### config.mk
export PLATFORM = sky130hd
export DESIGN_NAME = ext_interrupt_flag_logic
export DESIGN_NICKNAME = d
export VERILOG_FILES = /design/src/inc/ext_int_pkg.sv /design/src/inc/edge_det_if.sv /design/src/hw/edge_detector.sv /design/src/hw/ext_interrupt_flag_logic.sv
export SDC_FILE = /design/constraint.sdc
export NUM_CORES = 1
export LEC_CHECK = 0
export ABC_AREA = 1
export BUFFER_PORTS_ARGS = -buffer_cell sky130_fd_sc_hd__buf_2
export CORE_UTILIZATION = 49
export CTS_CLUSTER_DIAMETER = 30
export DETAILED_ROUTE_END_ITERATION = 16
export PLACE_DENSITY = 0.87
export SYNTH_ARGS = -nofsm -noshare
export SYNTH_HDL_FRONTEND = slang
export SYNTH_SLANG_ARGS = --single-unit
### constraint.sdc
create_clock -name mclk -period 1.3 [get_ports mclk]
set_input_delay 0.26 -clock mclk [delete_from_list [all_inputs] [get_ports mclk]]
set_output_delay 0.26 -clock mclk [all_outputs]
set_load 0.02 [all_outputs]
### src/inc/ext_int_pkg.sv
// constants, register map and types for the external interrupt flag logic
package ext_int_pkg;
    localparam int ADDR_W = 8;
    localparam int DATA_W = 32;
    localparam int NUM_WAKE = 8;
    localparam int NUM_EDGE = 10;           // int0, int1, wakeup 0..7
    localparam int EDGE_IDX_INT0 = 0;
    localparam int EDGE_IDX_INT1 = 1;
    localparam int EDGE_IDX_WAKE = 2;

    // register byte offsets
    localparam logic [7:0] OFS_REQ_A = 8'h00;      // int_request_reg_a
    localparam logic [7:0] OFS_WAKE_REQ = 8'h04;   // wakeup_request_reg
    localparam logic [7:0] OFS_ENABLE_A = 8'h08;   // int_enable_reg_a
    localparam logic [7:0] OFS_EDGE_SEL = 8'h0c;   // edge_select_reg
    localparam logic [7:0] OFS_WAKE_EDGE = 8'h10;  // wakeup_edge_reg
    localparam logic [7:0] OFS_SEP_SEL = 8'h14;    // sep_edge_select_reg
    localparam logic [7:0] OFS_FUNC_INT0 = 8'h18;  // pin_func_reg_int0
    localparam logic [7:0] OFS_FUNC_INT1 = 8'h1c;  // pin_func_reg_int1
    localparam logic [7:0] OFS_FUNC_WAKE = 8'h20;  // pin_func_reg_wakeup
    localparam logic [7:0] OFS_EV_STATUS = 8'h24;  // event status, read clears
    localparam logic [7:0] OFS_EV_MASK = 8'h28;    // event mask

    // field positions
    localparam int BIT_INT0 = 0;           // flag, enable and edge-select position
    localparam int BIT_INT1 = 1;
    localparam int BIT_SEP = 2;            // flag and enable of the separate pin
    localparam int BIT_WAKE_EN = 5;        // shared wakeup enable
    localparam int BIT_FUNC = 0;           // function bit in int0/int1 function regs
    localparam int EV_INT0 = 0;
    localparam int EV_INT1 = 1;
    localparam int EV_SEP = 2;
    localparam int EV_WAKE = 3;
    localparam int NUM_EV = 4;

    // reset values
    localparam logic [7:0] RST_BYTE = 8'h00;
    localparam logic [1:0] RST_SEP_SEL = 2'h0;
    localparam logic [NUM_EV-1:0] RST_EV = 4'h0;

    // separate pin edge modes
    typedef enum logic [1:0] {
        SEP_FALL = 2'h0,
        SEP_RISE = 2'h1,
        SEP_BOTH = 2'h2,
        SEP_NONE = 2'h3
    } sep_mode_t;

    // bus slave states
    typedef enum logic [1:0] {
        AP_IDLE = 2'b01,
        AP_DONE = 2'b10
    } apb_state_t;
endpackage

### src/inc/edge_det_if.sv
// signals between the flag logic and its edge detector
`timescale 1ns/10ps
`default_nettype none
interface edge_det_if;
    import ext_int_pkg::*;
    logic [NUM_EDGE-1:0] level;
    logic [NUM_EDGE-1:0] rise_sel;
    logic sep_level;
    sep_mode_t sep_mode;
    logic [NUM_EDGE-1:0] hit;
    logic sep_hit;
    modport owner (output level, output rise_sel, output sep_level, output sep_mode, input hit, input sep_hit);
    modport det (input level, input rise_sel, input sep_level, input sep_mode, output hit, output sep_hit);
endinterface
`default_nettype wire

### src/hw/edge_detector.sv
// per-pin edge detection on function-gated pin levels
`timescale 1ns/10ps
`default_nettype none
module edge_detector (
    input wire logic mclk,
    input wire logic sys_rst,
    input wire logic clk_en,
    edge_det_if.det bus
);
    import ext_int_pkg::*;

    logic [NUM_EDGE-1:0] prev_ff;
    logic [NUM_EDGE-1:0] nxt_prev;
    logic sep_prev_ff;
    logic nxt_sep_prev;

    // one detector per pin; rising when the select bit is 1, falling otherwise
    genvar gi;
    generate
        for (gi = 0; gi < NUM_EDGE; gi++) begin : g_edge
            assign bus.hit[gi] = bus.rise_sel[gi] ? (~prev_ff[gi] & bus.level[gi])
                                                  : (prev_ff[gi] & ~bus.level[gi]);
        end
    endgenerate

    // separate pin: mode picks falling, rising or both; reserved code detects nothing
    always_comb begin
        unique case (bus.sep_mode)
            SEP_FALL: bus.sep_hit = sep_prev_ff & ~bus.sep_level;
            SEP_RISE: bus.sep_hit = ~sep_prev_ff & bus.sep_level;
            SEP_BOTH: bus.sep_hit = sep_prev_ff ^ bus.sep_level;
            default: bus.sep_hit = 1'b0;
        endcase
    end

    // history; idle level is high since the pins are active low
    always_comb begin
        nxt_prev = bus.level;
        nxt_sep_prev = bus.sep_level;
    end

    always_ff @(posedge mclk) begin
        if (sys_rst) begin
            prev_ff <= '1;
            sep_prev_ff <= 1'b1;
        end else if (clk_en) begin
            prev_ff <= nxt_prev;
            sep_prev_ff <= nxt_sep_prev;
        end
    end
endmodule
`default_nettype wire

### src/hw/ext_interrupt_flag_logic.sv
// external interrupt request flags with APB registers and a combined interrupt
`timescale 1ns/10ps
`default_nettype none
module ext_interrupt_flag_logic (
    input wire logic mclk,
    input wire logic sys_rst,
    input wire logic clk_en,
    input wire logic psel,
    input wire logic penable,
    input wire logic pwrite,
    input wire logic [ext_int_pkg::ADDR_W-1:0] paddr,
    input wire logic [ext_int_pkg::DATA_W-1:0] pwdata,
    output logic [ext_int_pkg::DATA_W-1:0] prdata,
    output logic pready,
    output logic pslverr,
    input wire logic edge_int_pin_0,
    input wire logic edge_int_pin_1,
    input wire logic sep_edge_int_pin,
    input wire logic [ext_int_pkg::NUM_WAKE-1:0] wakeup_pin,
    output logic [ext_int_pkg::NUM_EV-1:0] int_req,
    output logic irq
);
    import ext_int_pkg::*;

    // bus slave state
    apb_state_t apb_st_ff, nxt_apb_st;
    logic [DATA_W-1:0] prdata_ff, nxt_prdata;
    logic pslverr_ff, nxt_pslverr;

    // software registers
    logic [2:0] req_a_ff, nxt_req_a;
    logic [NUM_WAKE-1:0] wake_flag_ff, nxt_wake_flag;
    logic [7:0] enable_a_ff, nxt_enable_a;
    logic [1:0] edge_sel_ff, nxt_edge_sel;
    logic [NUM_WAKE-1:0] wake_edge_ff, nxt_wake_edge;
    logic [1:0] sep_sel_ff, nxt_sep_sel;
    logic func_int0_ff, nxt_func_int0;
    logic func_int1_ff, nxt_func_int1;
    logic [NUM_WAKE-1:0] func_wake_ff, nxt_func_wake;
    logic [NUM_EV-1:0] ev_ff, nxt_ev;
    logic [NUM_EV-1:0] ev_mask_ff, nxt_ev_mask;
    logic [NUM_EV-1:0] int_req_ff, nxt_int_req;
    logic irq_ff, nxt_irq;

    // decode and event terms
    logic commit;
    logic wr_commit;
    logic rd_commit;
    logic addr_hit;
    logic [DATA_W-1:0] rd_word;
    logic [2:0] set_a;
    logic [NUM_WAKE-1:0] set_wake;
    logic [NUM_EV-1:0] ev_set;
    logic sep_en;
    logic wake_en;

    edge_det_if edet ();

    edge_detector u_edge (
        .mclk(mclk),
        .sys_rst(sys_rst),
        .clk_en(clk_en),
        .bus(edet)
    );

    // a pin in port mode looks idle high to its detector, so switching a low pin
    // in or out of interrupt mode shows up as a falling or rising edge
    assign edet.level[EDGE_IDX_INT0] = func_int0_ff ? edge_int_pin_0 : 1'b1;
    assign edet.level[EDGE_IDX_INT1] = func_int1_ff ? edge_int_pin_1 : 1'b1;
    assign edet.level[NUM_EDGE-1:EDGE_IDX_WAKE] = wakeup_pin | ~func_wake_ff;
    assign edet.rise_sel = {wake_edge_ff, edge_sel_ff};
    assign edet.sep_level = sep_edge_int_pin;
    assign edet.sep_mode = sep_mode_t'(sep_sel_ff);

    // enables and set pulses; the separate pin sets nothing while disabled
    assign sep_en = enable_a_ff[BIT_SEP];
    assign wake_en = enable_a_ff[BIT_WAKE_EN];
    assign set_a = {edet.sep_hit & sep_en, edet.hit[EDGE_IDX_INT1], edet.hit[EDGE_IDX_INT0]};
    assign set_wake = edet.hit[NUM_EDGE-1:EDGE_IDX_WAKE];
    assign ev_set = {|set_wake, set_a};

    // a transfer completes at the edge where pready is high
    assign commit = (apb_st_ff == AP_DONE) && psel && penable;
    assign wr_commit = commit && pwrite;
    assign rd_commit = commit && !pwrite;

    // read mux; reserved bits read zero
    always_comb begin
        rd_word = '0;
        addr_hit = 1'b1;
        unique case (paddr)
            OFS_REQ_A: rd_word[2:0] = req_a_ff;
            OFS_WAKE_REQ: rd_word[NUM_WAKE-1:0] = wake_flag_ff;
            OFS_ENABLE_A: rd_word[7:0] = enable_a_ff;
            OFS_EDGE_SEL: rd_word[1:0] = edge_sel_ff;
            OFS_WAKE_EDGE: rd_word[NUM_WAKE-1:0] = wake_edge_ff;
            OFS_SEP_SEL: rd_word[1:0] = sep_sel_ff;
            OFS_FUNC_INT0: rd_word[BIT_FUNC] = func_int0_ff;
            OFS_FUNC_INT1: rd_word[BIT_FUNC] = func_int1_ff;
            OFS_FUNC_WAKE: rd_word[NUM_WAKE-1:0] = func_wake_ff;
            OFS_EV_STATUS: rd_word[NUM_EV-1:0] = ev_ff;
            OFS_EV_MASK: rd_word[NUM_EV-1:0] = ev_mask_ff;
            default: addr_hit = 1'b0;
        endcase
    end

    // bus slave: one wait cycle so that pready and read data come from flops
    always_comb begin
        nxt_apb_st = apb_st_ff;
        nxt_prdata = prdata_ff;
        nxt_pslverr = pslverr_ff;
        unique case (apb_st_ff)
            AP_IDLE: begin
                if (psel && penable) begin
                    nxt_apb_st = AP_DONE;
                    nxt_prdata = pwrite ? '0 : rd_word;
                    nxt_pslverr = !addr_hit;
                end
            end
            AP_DONE: begin
                nxt_apb_st = AP_IDLE;
                nxt_prdata = '0;
                nxt_pslverr = 1'b0;
            end
        endcase
    end

    // flag registers: written zero clears, written one keeps, a same-cycle set wins;
    // a flag set earlier than the write-back is lost if the write holds zero for it
    always_comb begin
        nxt_req_a = req_a_ff;
        nxt_wake_flag = wake_flag_ff;
        if (wr_commit && paddr == OFS_REQ_A) begin
            nxt_req_a = req_a_ff & pwdata[2:0];
        end
        if (wr_commit && paddr == OFS_WAKE_REQ) begin
            nxt_wake_flag = wake_flag_ff & pwdata[NUM_WAKE-1:0];
        end
        nxt_req_a = nxt_req_a | set_a;
        nxt_wake_flag = nxt_wake_flag | set_wake;
    end

    // control registers, plain read/write
    always_comb begin
        nxt_enable_a = enable_a_ff;
        nxt_edge_sel = edge_sel_ff;
        nxt_wake_edge = wake_edge_ff;
        nxt_sep_sel = sep_sel_ff;
        nxt_func_int0 = func_int0_ff;
        nxt_func_int1 = func_int1_ff;
        nxt_func_wake = func_wake_ff;
        nxt_ev_mask = ev_mask_ff;
        if (wr_commit) begin
            unique case (paddr)
                OFS_ENABLE_A: nxt_enable_a = pwdata[7:0];
                OFS_EDGE_SEL: nxt_edge_sel = pwdata[1:0];
                OFS_WAKE_EDGE: nxt_wake_edge = pwdata[NUM_WAKE-1:0];
                OFS_SEP_SEL: nxt_sep_sel = pwdata[1:0];
                OFS_FUNC_INT0: nxt_func_int0 = pwdata[BIT_FUNC];
                OFS_FUNC_INT1: nxt_func_int1 = pwdata[BIT_FUNC];
                OFS_FUNC_WAKE: nxt_func_wake = pwdata[NUM_WAKE-1:0];
                OFS_EV_MASK: nxt_ev_mask = pwdata[NUM_EV-1:0];
                default: nxt_enable_a = enable_a_ff;
            endcase
        end
    end

    // sticky events cleared by reading them; a new event in the read cycle survives
    always_comb begin
        nxt_ev = ev_ff;
        if (rd_commit && paddr == OFS_EV_STATUS) begin
            nxt_ev = RST_EV;
        end
        nxt_ev = nxt_ev | ev_set;
    end

    // per-source requests; built from next values so outputs track the flags exactly
    always_comb begin
        nxt_int_req[EV_INT0] = nxt_req_a[BIT_INT0] & nxt_enable_a[BIT_INT0];
        nxt_int_req[EV_INT1] = nxt_req_a[BIT_INT1] & nxt_enable_a[BIT_INT1];
        nxt_int_req[EV_SEP] = nxt_req_a[BIT_SEP] & nxt_enable_a[BIT_SEP];
        nxt_int_req[EV_WAKE] = (|nxt_wake_flag) & nxt_enable_a[BIT_WAKE_EN];
        nxt_irq = |(nxt_ev & nxt_ev_mask);
    end

    // single register stage for everything; clk_en low freezes the block
    always_ff @(posedge mclk) begin
        if (sys_rst) begin
            apb_st_ff <= AP_IDLE;
            prdata_ff <= '0;
            pslverr_ff <= 1'b0;
            req_a_ff <= RST_BYTE[2:0];
            wake_flag_ff <= RST_BYTE;
            enable_a_ff <= RST_BYTE;
            edge_sel_ff <= RST_BYTE[1:0];
            wake_edge_ff <= RST_BYTE;
            sep_sel_ff <= RST_SEP_SEL;
            func_int0_ff <= 1'b0;
            func_int1_ff <= 1'b0;
            func_wake_ff <= RST_BYTE;
            ev_ff <= RST_EV;
            ev_mask_ff <= RST_EV;
            int_req_ff <= RST_EV;
            irq_ff <= 1'b0;
        end else if (clk_en) begin
            apb_st_ff <= nxt_apb_st;
            prdata_ff <= nxt_prdata;
            pslverr_ff <= nxt_pslverr;
            req_a_ff <= nxt_req_a;
            wake_flag_ff <= nxt_wake_flag;
            enable_a_ff <= nxt_enable_a;
            edge_sel_ff <= nxt_edge_sel;
            wake_edge_ff <= nxt_wake_edge;
            sep_sel_ff <= nxt_sep_sel;
            func_int0_ff <= nxt_func_int0;
            func_int1_ff <= nxt_func_int1;
            func_wake_ff <= nxt_func_wake;
            ev_ff <= nxt_ev;
            ev_mask_ff <= nxt_ev_mask;
            int_req_ff <= nxt_int_req;
            irq_ff <= nxt_irq;
        end
    end

    assign prdata = prdata_ff;
    assign pready = apb_st_ff[1];
    assign pslverr = pslverr_ff;
    assign int_req = int_req_ff;
    assign irq = irq_ff;
endmodule
`default_nettype wire

==> flow_summary.json, run 1 <==
{
  "synth.area.top_cells": "dfxtp_1, nand2_1, a21oi_1",
  "synth_commonest_cells": "nand2_1, dfxtp_1, inv_1",
  "drive_gt1_frac": 0.396,
  "drtIter0Drc": 515,
  "fin_crit_ns": 1.74,
  "fin_util": 0.682,
  "vias": 4637,
  "clockRootBuffer": "clkbuf_8",
  "yosys_register_bits": 76,
  "worstSetupPathType": "reg2reg",
  "path_clk_slew_ns": 0.09,
  "overflow": 0,
  "p_leak_nw": 2.50,
  "gp_congestion": 0.936,
  "worstSkewPairLatency_ns": 0.37,
  "die_w_um": 94.6,
  "clkSinkCount": 76,
  "rsz0062_at_grt": "yes",
  "dieArea_sq_mm": 0.00896,
  "hold_viol": 0,
  "fin_skew_ns": 0.0104,
  "ios": 96,
  "cp.arrival_ns": 1.99,
  "path_max_fanout": 4,
  "yosysTopAreaCellShare": 0.362,
  "start_util": 0.509,
  "core_sq_mm": 0.00826,
  "setup_viol": 61,
  "vdd_drop_max_mv": 0.553,
  "grt_antenna_before_repair": 0,
  "route.detailed.drc": 0,
  "violations": "negative setup slack",
  "cts_buffers": 9,
  "cts_tree": "built",
  "syn_to_final_growth_pct": 34.0,
  "yosys.cell_count.top_type": "nand2_1",
  "placementRows": 33,
  "hold_path_class": "in2reg",
  "ys_seq_area_frac": 0.362,
  "dieHeight_um": 94.6,
  "portBuffers": 47,
  "fin_crit_sh": 1.34,
  "nNetsFinal": 763,
  "cts-root-to-sink-buffers": 2,
  "layout_setup_ws_ns": -0.436,
  "synth_top_area_cell": "dfxtp_1",
  "p_per_area_mw_per_mm2": 878,
  "cp.required_ns": 1.55,
  "syn_area_sq_mm": 0.00421,
  "dp_hpwl_um": 8870,
  "track_usage": 0.288,
  "drt-vias-per-instance": 5.70,
  "drv_cap": 0,
  "synth_cells": 592,
  "synth-main-ff-cell": "dfxtp_1",
  "htreeDepth": 3,
  "outcome": "finished, violations left",
  "start_kind": "flop",
  "wl_um": 13400,
  "fmax_mhz": 576,
  "grt_pass1_vias": 4246,
  "synth-edff-count": 0,
  "n_antenna_cell": 0,
  "dr.pass1.iters": 6,
  "grt_pass1_wl_um": 19800,
  "grt_max_degree": 42,
  "drtAntennaViolNets": 0,
  "wl_per_cell_um": 16.5,
  "p_total_mw": 4.95,
  "drv_slew": 0,
  "synthArstFlopShare": 0,
  "cp-end-kind": "flop",
  "synth.distinct_cells": 43,
  "syn_area_per_cell_sq_um": 7.10,
  "yosys_warnings": 0
}
## critical path, stage by stage (launching register included)
cell and delay [ns]:
dfxtp_2 0.33, inv_2 0.07, nand2_4 0.06, buf_4 0.14
nor3_4 0.23, nand2_2 0.14, nand2_1 0.10, nand4_1 0.11
nor3_2 0.18, nor2_1 0.06, nor2_1 0.13, nor2_1 0.06
## kinds of logic (layout without fill, tap and decap cells)
kind of cell / count (synthesis) / in the layout / share of synthesized area
AND/OR/NAND/NOR: 205 / 205 / 0.237
AO/OA/AOI/OAI: 181 / 181 / 0.250
buffers and inverters: 127 / 221 / 0.144
flip-flops: 76 / 76 / 0.362
adder cells (fa/ha/maj): 2 / 2 / 0.00595
other: 1 / 24 / 0.000892
## through the flow
stage / area [sq um] / setup slack (ns) / std cells / hold WS [ns] / TNS (ns)
2_1_floorplan: 4330 / -0.0982 / 615 / 0.386 / -0.733
3_3_place_gp: 4910 / -0.333 / 784 / 0.451 / -13.80
6_report: 5630 / -0.436 / 814 / 0.164 / -11.97
4_1_cts: 5250 / -0.268 / 802 / 0.160 / -5.97
3_5_place_dp: 4910 / -0.391 / 784 / 0.457 / -16.73
5_1_grt: 5630 / -0.490 / 814 / 0.193 / -16.15
## per-layer routing
layer  part of all wire  track usage  up-vias  wire (um)
met4              0.035        0.131        0        475
met1               0.40        0.363     2156       5320
met3              0.084       0.0531       54       1120
li1                   -            -     2115          -
met2               0.48        0.476      312       6520
met5                  0            0        -          0
## timing repair
| action | CTS | global route |
|---|---|---|
| pin swaps | 9 | 30 |
| resized for setup | 43 | 112 |
| setup buffers | 2 | 13 |
| cloned | 1 | 0 |
| endpoints found under the setup margin | 59 | 64 |
| hold buffers | 0 | 0 |
## flip-flops by register name, summed over array words and instances, names as in the netlist, 3 cells and up
register,count
u_edge.prev_ff,10
enable_a_ff,8
func_wake_ff,8
prdata,8
wake_edge_ff,8
wake_flag_ff,8
ev_ff,4
ev_mask_ff,4
int_req,4
req_a_ff,3
## cells in the final DEF (no fill, tap or decap), types with 5 or more instances in the layout
master and instances:
inv_2 12, o21a_1 5, clkbuf_8 9, a21oi_1 45, o21ai_2 30, inv_1 66, conb_1 24, dfxtp_2 6
nor2_4 15, a21boi_2 7, nand3_1 11, o21ai_0 25, nand2_2 12, dfxtp_1 69, o22ai_1 7, o21ai_1 23
buf_4 63, nand2_1 83, o211ai_1 7, buf_2 46, a211oi_1 5, a21oi_2 17, nor2_2 12, nor2_1 43
buf_6 9
## cell type report
class	count	area (sq um)
clock buffer	10	128
clock inverter	6	65.1
fill	607	2620
inverter	82	318
multi-input combinational	412	2560
sequential	76	1530
tap	105	131
timing repair buffer	123	900
## power breakdown
part           total (mW)  internal, mW  switching (mW)
Combinational       0.672         0.233           0.440
Sequential           2.45          2.39          0.0543
Clock                1.83         0.887           0.941
## worst paths after layout
kind | startpoint | to | slack [ns] | cells past startpoint
min | wakeup_pin[6] | u_edge.prev_ff[8]$_SDFFE_PP1P_ | 0.16 | 3
min reg2reg | int_req[2]$_SDFFE_PP0P_ | int_req[2]$_SDFFE_PP0P_ | 0.47 | 2
max | apb_st_ff[0]$_SDFFE_PP1P_ | irq$_SDFFE_PP0P_ | -0.44 | 11
max reg2reg | apb_st_ff[0]$_SDFFE_PP1P_ | irq$_SDFFE_PP0P_ | -0.44 | 11
Power figures use the tool's default switching activity.
==> run 2, diff against run 1 <==
- MAX_ROUTING_LAYER: not set -> met4
- SKIP_CTS_REPAIR_TIMING: not set -> 1
- clock period: 1.3 -> 1.4 ns (I/O delays scaled with it)
==> run 2 against run 1 <==
Against the previous run: die area is the same; combinational power shrank 13%; routed wire length shrank 5.1%; highest routed layer unchanged; sequential share of layout area grew 0.94 points; register-to-register slack gained 0.21 ns; flip-flop and latch count is the same; critical endpoint is now int_req[3]$_SDFFE_PP0P_; clock skew grew 0.00057 ns; the flow still finishes with violations (negative setup slack); first-iteration DRC count shrank 6.0%; fmax grew 6.8%.
==> flow_summary.json, run 2 (synthesized netlist as in run 1, its figures left out) <==
{
  "dp_hpwl_um": 8500,
  "fin_crit_sh": 1.16,
  "path_max_fanout": 11,
  "n_antenna_cell": 0,
  "setup_viol": 53,
  "busiest_layer": "met2",
  "wl_per_cell_um": 15.9,
  "dieHeight_um": 94.6,
  "drtAntennaViolNets": 0,
  "placementRows": 33,
  "p_per_area_mw_per_mm2": 804,
  "worstSetupPathType": "reg2reg",
  "final_common_cell": "nand2_1",
  "dr.pass1.iters": 5,
  "route.detailed.drc": 0,
  "top_register": "u_edge.prev_ff",
  "multi_input_area_sq_mm": 0.00242,
  "largest_register_ff_count": 10,
  "start_util": 0.509,
  "worstSkewPairLatency_ns": 0.37,
  "whs_ns": 0.187,
  "grt_max_degree": 42,
  "hold_viol": 0,
  "drv_cap": 0,
  "vias": 4440,
  "clockRootBuffer": "clkbuf_8",
  "dieArea_sq_mm": 0.00896,
  "cts-root-to-sink-buffers": 2,
  "clkSinkCount": 76,
  "start_kind": "flop",
  "setup-tns-final_ns": -4.61,
  "drv_slew": 0,
  "core_sq_mm": 0.00826,
  "layout_setup_ws_ns": -0.225,
  "grt_antenna_before_repair": 0,
  "track_usage": 0.276,
  "p_leak_nw": 2.45,
  "htreeDepth": 3,
  "ff2ff_setup_slack_ns": -0.23,
  "cts_tree": "built",
  "use_met3": 0.0499,
  "fin_crit_ns": 1.63,
  "nNetsFinal": 751,
  "grt_use_met1": 0.334,
  "cp-end-kind": "flop",
  "outcome": "finished, violations left",
  "grt_pass1_wl_um": 18300,
  "syn_to_final_growth_pct": 29.0,
  "wl_um": 12800,
  "cp.required_ns": 1.66,
  "drt-vias-per-instance": 5.54,
  "register_area_sq_mm": 0.00153,
  "violations": "negative setup slack",
  "portBuffers": 47,
  "ios": 96,
  "gr-usage-met2": 0.436,
  "die_w_um": 94.6,
  "drive_gt1_frac": 0.334,
  "final_cell_mix": "nand2_1, dfxtp_1, inv_1",
  "cp.arrival_ns": 1.88,
  "fmax_mhz": 615,
  "cts_buffers": 9,
  "path_clk_slew_ns": 0.09,
  "overflow": 0,
  "vdd_drop_max_mv": 0.567,
  "rsz0062_at_grt": "yes",
  "hold_path_class": "in2reg",
  "fin_skew_ns": 0.0109,
  "grt_pass1_vias": 3937,
  "fillers": 659,
  "drtIter0Drc": 484,
  "gp_congestion": 0.937,
  "p_total_mw": 4.36
}
[run 2: cell count changes in the layout (fill, tap and decap cells not counted), sizes merged]
cell	delta
clkinv	-1
clkinvlp	+1
buf	-13
clkbuf	+1
inv	+1
bufinv	-1
[run 2: critical path, cell delays in order, from the launching register on]
cell,delay [ns]
dfxtp_2,0.33
inv_2,0.06
nand2_4,0.06
nor3_4,0.20
buf_12,0.18
nand3b_1,0.09
a21boi_2,0.19
nand2_1,0.09
nor2_1,0.10
nand2_1,0.08
nand2_1,0.07
a21oi_1,0.06
[run 2: layout make-up]
type / instances / area share
Inverter: 82 / 0.0567
Clock buffer: 10 / 0.0235
Tap cell: 105 / 0.0242
Multi-Input combinational cell: 412 / 0.446
Timing Repair Buffer: 111 / 0.161
Clock inverter: 6 / 0.00715
Sequential cell: 76 / 0.281
[run 2: where the power goes]
part	total, mW	leakage, nW	internal, mW	switching, mW
sequential	2.27	0.619	2.22	0.0473
clock	1.51	0.0824	0.640	0.873
combinational	0.582	1.75	0.206	0.376
[run 2: stage by stage]
step	instances	util	setup slack [ns]	area (sq um)
2_1_floorplan	615	-	-0.00222	4300
3_3_place_gp	778	0.591	-0.290	4880
3_5_place_dp	778	0.591	-0.385	4880
4_1_cts	794	0.611	-0.323	5040
5_1_grt	802	0.657	-0.312	5420
6_report	802	0.657	-0.225	5420
[run 2: worst paths after layout]
path	cells past startpoint	from	end
worst max-delay path	11	apb_st_ff[0]$_SDFFE_PP1P_	int_req[3]$_SDFFE_PP0P_
worst min-delay path	3	pwdata[7]	wake_edge_ff[7]$_SDFFE_PP0P_
worst max register to register	11	apb_st_ff[0]$_SDFFE_PP1P_	int_req[3]$_SDFFE_PP0P_
worst min register to register	2	int_req[0]$_SDFFE_PP0P_	int_req[0]$_SDFFE_PP0P_
[run 2: layer usage]
| layer | part of all wire | wire, um | vias to the layer above |
|---|---|---|---|
| met5 | 0 | 0 | - |
| met4 | 0.039 | 499 | 0 |
| met3 | 0.090 | 1150 | 60 |
| met2 | 0.48 | 6090 | 252 |
| met1 | 0.39 | 5020 | 2027 |
| li1 | - | - | 2101 |
